--- src/pkg/ips_pkg.sv ---
// constants, field layout and mode type of the idle power configuration sequencer
package ips_pkg;

  // ==========================================================================
  // register byte offsets on the avalon slave
  // ==========================================================================
  localparam logic [4:0] OFS_RAM_SLEEP  = 5'h00;
  localparam logic [4:0] OFS_IDLE_CFG   = 5'h04;
  localparam logic [4:0] OFS_IDLE_STATE = 5'h08;
  localparam logic [4:0] OFS_IDLE_CMD   = 5'h0C;
  localparam logic [4:0] OFS_STATUS     = 5'h10;
  localparam logic [4:0] OFS_WAKE_CTRL  = 5'h14;

  // ==========================================================================
  // ram sleep control fields
  // ==========================================================================
  localparam int         RAM_W                = 4;
  localparam int         DUAL_RAM_GROUND_BIT  = 0;
  localparam int         DUAL_RAM_SUPPLY_BIT  = 1;
  localparam int         SINGLE_RAM_GROUND_BIT = 2;
  localparam int         SINGLE_RAM_SUPPLY_BIT = 3;
  localparam logic [3:0] RAM_SLEEP_RST        = 4'hF;
  localparam logic [3:0] RAM_SETTLE_CYCLES    = 4'hA;

  // ==========================================================================
  // idle configuration / idle state fields
  // ==========================================================================
  localparam int         IDLE_W                   = 6;
  localparam int         CPU_IDLE_BIT             = 0;
  localparam int         COPROCESSOR_IDLE_BIT     = 1;
  localparam int         DATA_PORT_IDLE_BIT       = 2;
  localparam int         MEMORY_PORT_IDLE_BIT     = 3;
  localparam int         INSTRUCTION_PORT_IDLE_BIT = 4;
  localparam int         EXTERNAL_PORT_IDLE_BIT   = 5;
  localparam logic [5:0] IDLE_CFG_RST             = 6'h3E;

  // ==========================================================================
  // wake control fields
  // ==========================================================================
  localparam int         WAKE_W            = 6;
  localparam int         WAKE_PIN_DIR_BIT  = 0;
  localparam int         RTC_INT_EN_BIT    = 1;
  localparam int         EXT_INT_EN_LO     = 2;
  localparam int         PERIPH_INT_EN_BIT = 4;
  localparam int         CLKGEN_EN_BIT     = 5;
  localparam logic [5:0] WAKE_CTRL_RST     = 6'h20;

  // ==========================================================================
  // power configurations
  // ==========================================================================
  typedef enum logic [1:0] {
    IPS_ACTIVE,
    IPS_LIGHT_IDLE,
    IPS_DEEP_IDLE
  } ips_mode_t;

endpackage : ips_pkg

--- src/hw/ips_sequencer.sv ---
// idle power configuration sequencer with ram sleep control and avalon slave
`timescale 1ns/1ps

// Functional notes
// [RULE_01] single ram mode from bits 3 and 2
// [RULE_02] dual ram mode from bits 1 and 0
// [RULE_03] both set active; supply only retains
// [RULE_04] software waits ten cycles after ram wake
// [RULE_05] idle command copies config into state
// [RULE_06] idle state bits gate each clock
// [RULE_07] software sets all cpu domain idle bits
// [RULE_08] memory port stays on unless usb/dma idled
// [RULE_09] software waits six cycles after gating
// [RULE_10] software flushes pipeline with six nops
// [RULE_11] software clears flags, enables wake interrupt
// [RULE_12] software drains dma before idle
// [RULE_13] light idle keeps clock generator running
// [RULE_14] deep idle exit needs pll relock time
// [RULE_15] deep idle requires usb clock off
// [RULE_16] deep idle wakes on pin, rtc, external
// [RULE_17] light idle also wakes on peripheral interrupt
// [RULE_18] wake pin used only when set input
// [RULE_19] rtc wake needs rtc interrupt enable
// [RULE_20] idle command never issued with another
// [RULE_21] wake runs isr then resumes
// [RULE_22] hardware reset discards all state
// [RULE_23] software re-enables clock generator after deep
// [RULE_24] boot leaves ports idled
// [RULE_25] ram reserved bits read zero
module ips_sequencer (
  // clock and reset
  input  wire logic        CLK_SYS,
  input  wire logic        RESET,
  // avalon-mm slave
  input  wire logic [4:0]  AVS_ADDRESS,
  input  wire logic        AVS_READ,
  input  wire logic        AVS_WRITE,
  input  wire logic [31:0] AVS_WRITEDATA,
  output logic      [31:0] AVS_READDATA,
  output logic             AVS_WAITREQUEST,
  // wake sources and idle handshakes
  input  wire logic        WAKE_PIN_IN,
  input  wire logic        RTC_INT,
  input  wire logic [1:0]  EXT_INT,
  input  wire logic        PERIPH_INT,
  input  wire logic        USB_IDLED,
  input  wire logic        DMA_IDLED,
  // clock domain enables, clock generator enable and wake interrupt
  output logic      [5:0]  DOMAIN_CLK_EN,
  output logic             CLKGEN_EN,
  output logic             WAKE_IRQ,
  // ram bank state, index 0 dual, index 1 single
  output logic      [1:0]  RAM_ACCESS_OK,
  output logic      [1:0]  RAM_RETAIN,
  output logic      [1:0]  RAM_READY
);

  typedef struct packed {
    logic                 avs_wait;
    logic [31:0]          avs_rdata;
    logic [3:0]           ram_sleep;
    logic [5:0]           idle_config_reg;
    logic [5:0]           idle_state_reg;
    logic [5:0]           wake_ctrl;
    logic [5:0]           clk_en;
    logic                 wake_irq;
    ips_pkg::ips_mode_t   mode;
  } ips_state_t;

  ips_state_t st;
  ips_state_t next_st;

  logic       req;
  logic       taken;
  logic       idle_cmd;
  logic       wake_pin;
  logic       rtc_wake;
  logic       ext_wake;
  logic       periph_wake;
  logic       wake_any;

  // ==========================================================================
  // ram banks
  // ==========================================================================
  genvar b;
  generate
    for (b = 0; b < 2; b = b + 1) begin : g_bank
      ips_ram_bank u_bank (
        .clk              (CLK_SYS),
        .reset            (RESET),
        .supply_sleep_bit (st.ram_sleep[2*b+1]),   // [RULE_01] [RULE_02]
        .ground_sleep_bit (st.ram_sleep[2*b]),
        .access_ok        (RAM_ACCESS_OK[b]),
        .retain           (RAM_RETAIN[b]),
        .ready            (RAM_READY[b])
      );
    end
  endgenerate

  // ==========================================================================
  // register read decode
  // ==========================================================================
  function automatic logic [31:0] read_word(input logic [4:0] addr, input ips_state_t s,
                                            input logic [1:0] ok, input logic [1:0] rdy);
    logic [31:0] d;
    d = 32'h0000_0000;
    case (addr)
      ips_pkg::OFS_RAM_SLEEP:  d = {28'h0000000, s.ram_sleep};      // [RULE_25]
      ips_pkg::OFS_IDLE_CFG:   d = {26'h0000000, s.idle_config_reg};
      ips_pkg::OFS_IDLE_STATE: d = {26'h0000000, s.idle_state_reg};
      ips_pkg::OFS_STATUS:     d = {26'h0000000, rdy, ok, 2'(s.mode)};
      ips_pkg::OFS_WAKE_CTRL:  d = {26'h0000000, s.wake_ctrl};
      default:                 d = 32'h0000_0000;
    endcase
    return d;
  endfunction : read_word

  // ==========================================================================
  // wake sources
  // ==========================================================================
  always_comb begin
    // pin only counts while configured as input, active high
    wake_pin    = st.wake_ctrl[ips_pkg::WAKE_PIN_DIR_BIT] & WAKE_PIN_IN;      // [RULE_16]
    rtc_wake    = st.wake_ctrl[ips_pkg::RTC_INT_EN_BIT] & RTC_INT;            // [RULE_16]
    ext_wake    = |(EXT_INT & st.wake_ctrl[ips_pkg::EXT_INT_EN_LO +: 2]);     // [RULE_16]
    // peripheral clocks may be stopped in deep idle, so that source is ignored there
    periph_wake = st.wake_ctrl[ips_pkg::PERIPH_INT_EN_BIT] & PERIPH_INT &
                  (st.mode != ips_pkg::IPS_DEEP_IDLE);                       // [RULE_17]
    wake_any    = wake_pin | rtc_wake | ext_wake | periph_wake;
  end

  // ==========================================================================
  // next state
  // ==========================================================================
  always_comb begin
    next_st          = st;
    next_st.wake_irq = 1'b0;
    req              = AVS_READ | AVS_WRITE;
    taken            = req && !st.avs_wait;
    idle_cmd         = taken && AVS_WRITE && (AVS_ADDRESS == ips_pkg::OFS_IDLE_CMD);

    // one wait cycle per access; read data is latched with the release
    if (req && st.avs_wait) begin
      next_st.avs_wait  = 1'b0;
      next_st.avs_rdata = AVS_READ ? read_word(AVS_ADDRESS, st, RAM_ACCESS_OK, RAM_READY)
                                   : 32'h0000_0000;
    end else begin
      next_st.avs_wait  = 1'b1;
    end

    if (taken && AVS_WRITE) begin
      case (AVS_ADDRESS)
        ips_pkg::OFS_RAM_SLEEP: begin
          next_st.ram_sleep = AVS_WRITEDATA[3:0];                          // [RULE_25]
        end
        ips_pkg::OFS_IDLE_CFG: begin
          next_st.idle_config_reg = AVS_WRITEDATA[5:0];
        end
        ips_pkg::OFS_WAKE_CTRL: begin
          next_st.wake_ctrl = AVS_WRITEDATA[5:0];
          // the clock generator cannot be dropped under a running light idle
          if (st.mode == ips_pkg::IPS_LIGHT_IDLE) begin
            next_st.wake_ctrl[ips_pkg::CLKGEN_EN_BIT] = 1'b1;              // [RULE_13]
          end
        end
        default: begin
        end
      endcase
    end

    case (st.mode)
      ips_pkg::IPS_ACTIVE: begin
        if (idle_cmd) begin
          next_st.idle_state_reg = st.idle_config_reg;                     // [RULE_05]
          if (st.idle_config_reg[ips_pkg::CPU_IDLE_BIT]) begin
            next_st.mode = st.wake_ctrl[ips_pkg::CLKGEN_EN_BIT] ?
                           ips_pkg::IPS_LIGHT_IDLE : ips_pkg::IPS_DEEP_IDLE;  // [RULE_13]
          end
        end
      end
      ips_pkg::IPS_LIGHT_IDLE, ips_pkg::IPS_DEEP_IDLE: begin
        // a wake returns all cpu domain clocks and raises the isr request
        if (wake_any) begin
          next_st.mode           = ips_pkg::IPS_ACTIVE;                    // [RULE_16] [RULE_17]
          next_st.idle_state_reg = 6'h00;
          next_st.wake_irq       = 1'b1;                                   // [RULE_21]
        end
      end
      default: begin
        next_st.mode = ips_pkg::IPS_ACTIVE;
      end
    endcase

    next_st.clk_en = ~next_st.idle_state_reg;                              // [RULE_06]
    if (!(USB_IDLED && DMA_IDLED)) begin
      next_st.clk_en[ips_pkg::MEMORY_PORT_IDLE_BIT] = 1'b1;                // [RULE_08]
    end
  end

  // ==========================================================================
  // state register
  // ==========================================================================
  always_ff @(posedge CLK_SYS or posedge RESET) begin
    if (RESET) begin
      // everything before reset is discarded; ports start idled for boot
      st.avs_wait        <= 1'b1;                                          // [RULE_22]
      st.avs_rdata       <= 32'h0000_0000;
      st.ram_sleep       <= ips_pkg::RAM_SLEEP_RST;
      st.idle_config_reg <= ips_pkg::IDLE_CFG_RST;                         // [RULE_24]
      st.idle_state_reg  <= ips_pkg::IDLE_CFG_RST;                         // [RULE_24]
      st.wake_ctrl       <= ips_pkg::WAKE_CTRL_RST;
      st.clk_en          <= ~ips_pkg::IDLE_CFG_RST;
      st.wake_irq        <= 1'b0;
      st.mode            <= ips_pkg::IPS_ACTIVE;
    end else begin
      st <= next_st;
    end
  end

  assign AVS_READDATA    = st.avs_rdata;
  assign AVS_WAITREQUEST = st.avs_wait;
  assign DOMAIN_CLK_EN   = st.clk_en;
  assign CLKGEN_EN       = st.wake_ctrl[ips_pkg::CLKGEN_EN_BIT];
  assign WAKE_IRQ        = st.wake_irq;
endmodule : ips_sequencer

--- src/hw/ips_ram_bank.sv ---
// power mode decode and wake settle tracking for one on-chip ram bank
`timescale 1ns/1ps

module ips_ram_bank (
  // clock and reset
  input  wire logic clk,
  input  wire logic reset,
  // sleep control bits
  input  wire logic supply_sleep_bit,
  input  wire logic ground_sleep_bit,
  // bank state
  output logic      access_ok,
  output logic      retain,
  output logic      ready
);

  typedef struct packed {
    logic       access_ok;
    logic       retain;
    logic       ready;
    logic [3:0] settle;
  } ips_bank_t;

  ips_bank_t st;
  ips_bank_t next_st;

  // ==========================================================================
  // mode decode
  // ==========================================================================
  always_comb begin
    next_st = st;
    next_st.access_ok = supply_sleep_bit & ground_sleep_bit;   // [RULE_01] [RULE_02] [RULE_03]
    next_st.retain    = supply_sleep_bit & ~ground_sleep_bit;  // [RULE_03]
    // settle count restarts whenever the bank leaves active mode
    // counting from the registered state makes ready rise a full settle span after access_ok
    if (!st.access_ok) begin
      next_st.settle = 4'h0;
    end else if (st.settle != ips_pkg::RAM_SETTLE_CYCLES) begin
      next_st.settle = st.settle + 4'h1;                       // [RULE_04]
    end
    next_st.ready = next_st.access_ok && (next_st.settle == ips_pkg::RAM_SETTLE_CYCLES);
  end

  always_ff @(posedge clk or posedge reset) begin
    if (reset) begin
      st <= '{access_ok: 1'b1, retain: 1'b0, ready: 1'b1, settle: ips_pkg::RAM_SETTLE_CYCLES};
    end else begin
      st <= next_st;
    end
  end

  assign access_ok = st.access_ok;
  assign retain    = st.retain;
  assign ready     = st.ready;
endmodule : ips_ram_bank

--- config.mk ---
export PLATFORM = sky130hd
export DESIGN_NAME = ips_sequencer
export DESIGN_NICKNAME = d
export VERILOG_FILES = /design/src/pkg/ips_pkg.sv /design/src/hw/ips_sequencer.sv /design/src/hw/ips_ram_bank.sv
export SDC_FILE = /design/constraint.sdc
export NUM_CORES = 1
export LEC_CHECK = 0
export ABC_AREA = 1
export BUFFER_PORTS_ARGS = -buffer_cell sky130_fd_sc_hd__buf_2
export CAP_MARGIN = 20
export CORE_MARGIN = 2
export CORE_UTILIZATION = 55
export CTS_CLUSTER_SIZE = 40
export DETAILED_ROUTE_END_ITERATION = 7
export GPL_TIMING_DRIVEN = 0
export PLACE_DENSITY_LB_ADDON = 0.15
export SETUP_SLACK_MARGIN = 0.3
export SLEW_MARGIN = 40
export SYNTH_ARGS = -nofsm -noshare
export SYNTH_HDL_FRONTEND = slang
export SYNTH_SLANG_ARGS = --single-unit
--- constraint.sdc ---
create_clock -name CLK_SYS -period 2.8 [get_ports CLK_SYS]
set_clock_uncertainty 0.1 [all_clocks]
set_input_delay 0.14 -clock CLK_SYS [delete_from_list [all_inputs] [get_ports CLK_SYS]]
set_output_delay 0.14 -clock CLK_SYS [all_outputs]
set_load 0.02 [all_outputs]
# After elaboration in Yosys (flattened, before gate mapping)
# Cells that the tools add are included.
# totals
mem_bits_ro,0
regBits,78
mem_bits_rw,0
n_memories,0
latchBits,0
inputBits,48
word_cells,84
out_inout_bits,47
# classes
n_lt_le_gt_ge,0
n_eq_ne,15
addsub,2
mul,0
n_reduce_logical,16
shifts,0
muxes,18
div_mod_pow,0
bitwise,16
# op_table
cell,count
$mux 32,1
$pmux 6 s5,1
$mux 4,4
$mux 6,2
$pmux 6 s2,1
$eq 5x4->1 const B,2
$eq 5x5->1 const B,2
$add 4x1->4 const B,2
$and 1x1->1,8
$eq 4x4->1 const B,2
$ne 2x2->1 const B,4
$ne 4x4->1 const B,2
$logic_and 1x1->1,7
$mux 2,3
$not 6->6,1
$reduce_and 2->1,3
$eq 5x3->1 const B,1
$logic_not 5->1,1
$mux 1,4
$or 1x1->1,4
$pmux 2 s2,1
$reduce_or 2->1,2
$mux 3,1
$reduce_and 3->1,1
6 further kinds,7

# Logic depth before layout (Yosys ltp)
# depth
ltp_word,8
ltp_mapped,9

# Modules after synthesis
# A second synthesis with hierarchy kept.
# unflattened
hier_cells,361
area_unflattened_um2,2986.6
# modules_own_cells
mod,instances,area_per_inst_um2,cells_each
ips_sequencer,1,2270.9,282
ips_ram_bank at g_bank[0].u_bank,1,364.1,40
ips_ram_bank at g_bank[1].u_bank,1,351.6,39

# Worst setup path before layout
# OpenSTA, ideal clock, no wires.
# synth_timing
path_kind,register -> register
from,register st[0] (netlist bit)
to,"register st, in the netlist DOMAIN_CLK_EN[1]"
synth_period_minus_slack_ps,1457
path_slack_ps,1343
required_time_ps,2582
t_arrival_ps,1238
stages_incl_launch_ff,8
setup_ps,118
path_cell_list,dfrtp_1 inv_1 ha_1 inv_1 nor2_1 o21ai_0 o21ai_2 inv_1
# synth_lines
element,line,rtl
from (decl),ips_sequencer.sv:70,ips_state_t st;
from (signal assigned),ips_sequencer.sv:216,st <= next_st;

==> run metrics <==
commonest cells in the netlist nand2_1 (62), buf_4 (44), inv_1 (44); crit-path max FO 7; shortest period the worst path allows approximately 1.7 ns; status complete, no violations; diode count 0; via density per instance between 4 and 5; Hold Crit Class in2reg; # setup viols final 0; Post-synth EDFFs 0; std cell rows 26; number of remaining DRC errors 0; Critical Path End Type flop; Data required, critical path between 2 and 3 ns; Antenna Violating Nets Remaining 0; Synth Register Bits between 50 and 60; vias in the first global route about 2200; Initial Util between 50% and 60%; CTS buffer count 5; Combinational Power Share a little over a fifth; Avg Inst Size Synth between 8 and 9 um^2; delay-heaviest family, CP flip-flops; largest net degree at the start of global routing 32; leak pwr 1.887 nW; first-pass GRT wire length between 10000 and 15000 um; post-DR wirelength/cell 11.67 um; worst reg2reg setup slack roughly 1.1 ns; RSZ-0062 raised after global routing no; CTS tree yes; # Max-Cap Violations 0; 1st-iter DRT viols 114; final-report max-slew violation count 0; Hold Path Stages 4; Hold EP DOMAIN_CLK_EN[3]; crit path DAT roughly 1.8 ns; fraction of layout cells with a size suffix above 1 between 30 and 40%; Synth Instances around 340; non-filler cells, final 494; DRT Pass-1 Iters 4; total wire length ~5800 um; Tot Pwr about 0.0018 W; Die Height about 77 um; Port-buffer cells 42; Max stage delay on crit path 0.45 ns; Main synth FF type dfrtp_1; end of the worst register-to-register path DOMAIN_CLK_EN[4]; Seq/Total Area, Yosys 45.94%; cells on worst reg2reg path 7; power density over the cells 518.5 mW/mm^2; Vias between 2000 and 2500; area delta synth->final 19.46%; Clk pwr share 25.5%; peak supply drop around 0.31 mV; Yosys top cell by area dfrtp_1; Final period util between 60% and 70%; startpoint class of the critical path flop; crit-path cells inv_1 > ha_1 > inv_1 > nor2_1 > o21ai_0 > o21ai_2 > inv_1; Total GRT Usage a little over a fifth; Fillers about 450; Core Util, Final about two thirds; slowest CP cell dfrtp_1; Yosys top cell area share a little under a quarter; worst r2r src st[0]; Worst-path clk slew around 0.090 ns; Post-CTS Setup Inserts 0; final instance area approximately 0.0035 mm^2; Post-Route Setup TNS 0 ns; synth warn 0; Post-Syn Area ~0.0029 mm^2; Clock Tree Buf Depth 2; Final #Nets approximately 480; most common cell in the synthesized netlist nand2_1; Core ar. approximately 0.005 mm^2; DP HPWL 4500 um; Hold Path Origin DMA_IDLED; worst path bufs/invs 3; Area after DPL between 0.003 and 0.004 mm^2; die width around 77 um; critical path class reg2reg; # IOs 95; most used cell along the critical path inv_1; Reg power frac between 50% and 60%; unique cell type count in the Yosys netlist 26; initial antenna violation count 0; Sw Ratio 29.31%; worst skew pair latency roughly 0.30 ns; async set-reset flop share out of synthesis between 90% and 100%; Critical path origin st[0]; gr ovfl total 0; Sw Pwr between 0.0005 and 0.0006 W; Pint 0.001270 W; DP Cell Count around 480; top cells by area, synth dfrtp_1 (23%), dfstp_2 (23%), buf_4 (11%); Final GP Congestion around 0.91; final hold vios 0; Max Fclk 578.1 MHz; clock sinks 52; total die area 0.005870 mm^2; CTS root buf clkbuf_8; Clock H-tree levels 2
[area by class of cell]
cell class	instances	area (um^2)	area share, %
sequential	52	1333	38.46
multi-input combinational	221	1127	32.54
tap	70	87.58	2.528
buffer	49	361.6	10.44
inverter	46	175.2	5.056
timing repair buffer	48	280.3	8.090
clock buffer	8	100.1	2.889
[worst max-delay path by stage]
stage                  endpoint  slack (ns)  cells past startpoint
5_1_grt        DOMAIN_CLK_EN[5]        0.84                      7
6_report       DOMAIN_CLK_EN[4]        1.07                      7
2_1_floorplan   AVS_READDATA[0]        1.34                      1
3_3_place_gp           WAKE_IRQ        0.74                      2
3_5_place_dp   DOMAIN_CLK_EN[4]        1.07                      7
4_1_cts        DOMAIN_CLK_EN[4]        1.05                      7
[power groups by stage]
| stage | Sequential (W) | Clock, W | Combinational, W |
|---|---|---|---|
| after global placement | 0.000962 | 0 | 0.000366 |
| after global routing | 0.000970 | 0.000502 | 0.000429 |
| final | 0.000955 | 0.000459 | 0.000382 |
| after detailed placement | 0.000967 | 0 | 0.000381 |
| after CTS | 0.000955 | 0.000467 | 0.000386 |
| after floorplan | 0.000944 | 0 | 0.000291 |
[worst reg2reg max path, stage by stage, from the launching register on]
cell,delay (ns)
dfrtp_1,0.45
inv_1,0.11
ha_1,0.22
inv_1,0.05
nor2_1,0.28
o21ai_0,0.19
o21ai_2,0.16
inv_1,0.06
[registers in the layout, summed over array words and instances (netlist names), named ones only]
| signal | count |
|---|---|
| DOMAIN_CLK_EN | 6 |
| g_bank.u_bank.ready | 2 |
| g_bank.u_bank.retain | 2 |
| WAKE_IRQ | 1 |
| AVS_WAITREQUEST | 1 |
| g_bank.u_bank.st | 8 |
| g_bank.u_bank.access_ok | 2 |
| st | 18 |
| CLKGEN_EN | 1 |
| AVS_READDATA | 6 |
[stage by stage]
stage | setup WS [ns] | hold slack, ns
floorplan | 1.343 | 0.1472
global placement | 0.7448 | 0.2720
global route | 0.8414 | 0.02951
CTS | 1.050 | 0.01205
finish | 1.070 | 0.01325
detailed placement | 1.066 | 0.01289
[repair_timing]
item / in CTS / in global routing
hold buffers: 5 / 0
gates resized for setup: 0 / 0
hold endpoints to repair: 39 / 0
[metal layers]
layer,GRT usage (%),wire [um],up-vias
met3,3.555,309,10
met4,6.909,76,0
met2,35.75,2734,74
met5,0,0,-
met1,28.64,2642,1057
li1,-,-,1196
[cells by family after synthesis]
family | count (synthesis) | share of synthesized area, %
buf+inv | 95 | 18.42
xor+xnor | 3 | 0.9061
flops | 52 | 45.94
simple gates | 140 | 21.83
compound gates | 44 | 9.318
fa+ha+maj | 8 | 3.451
other cells | 1 | 0.1293
[cell usage in the layout (no fill, tap or decap), types with 4 or more instances in the layout]
cell type       n
nand2_1        62
buf_2          46
buf_4          44
inv_1          43
dfrtp_1        27
nand3_1        27
conb_1         26
dfstp_2        25
nor2_1         25
o21ai_0        25
nand4_1        19
o21ai_2        10
ha_1            8
clkbuf_8        7
dlygate4sd3_1   5
o21bai_1        4
Note: power is estimated with default switching activity, not from simulation.
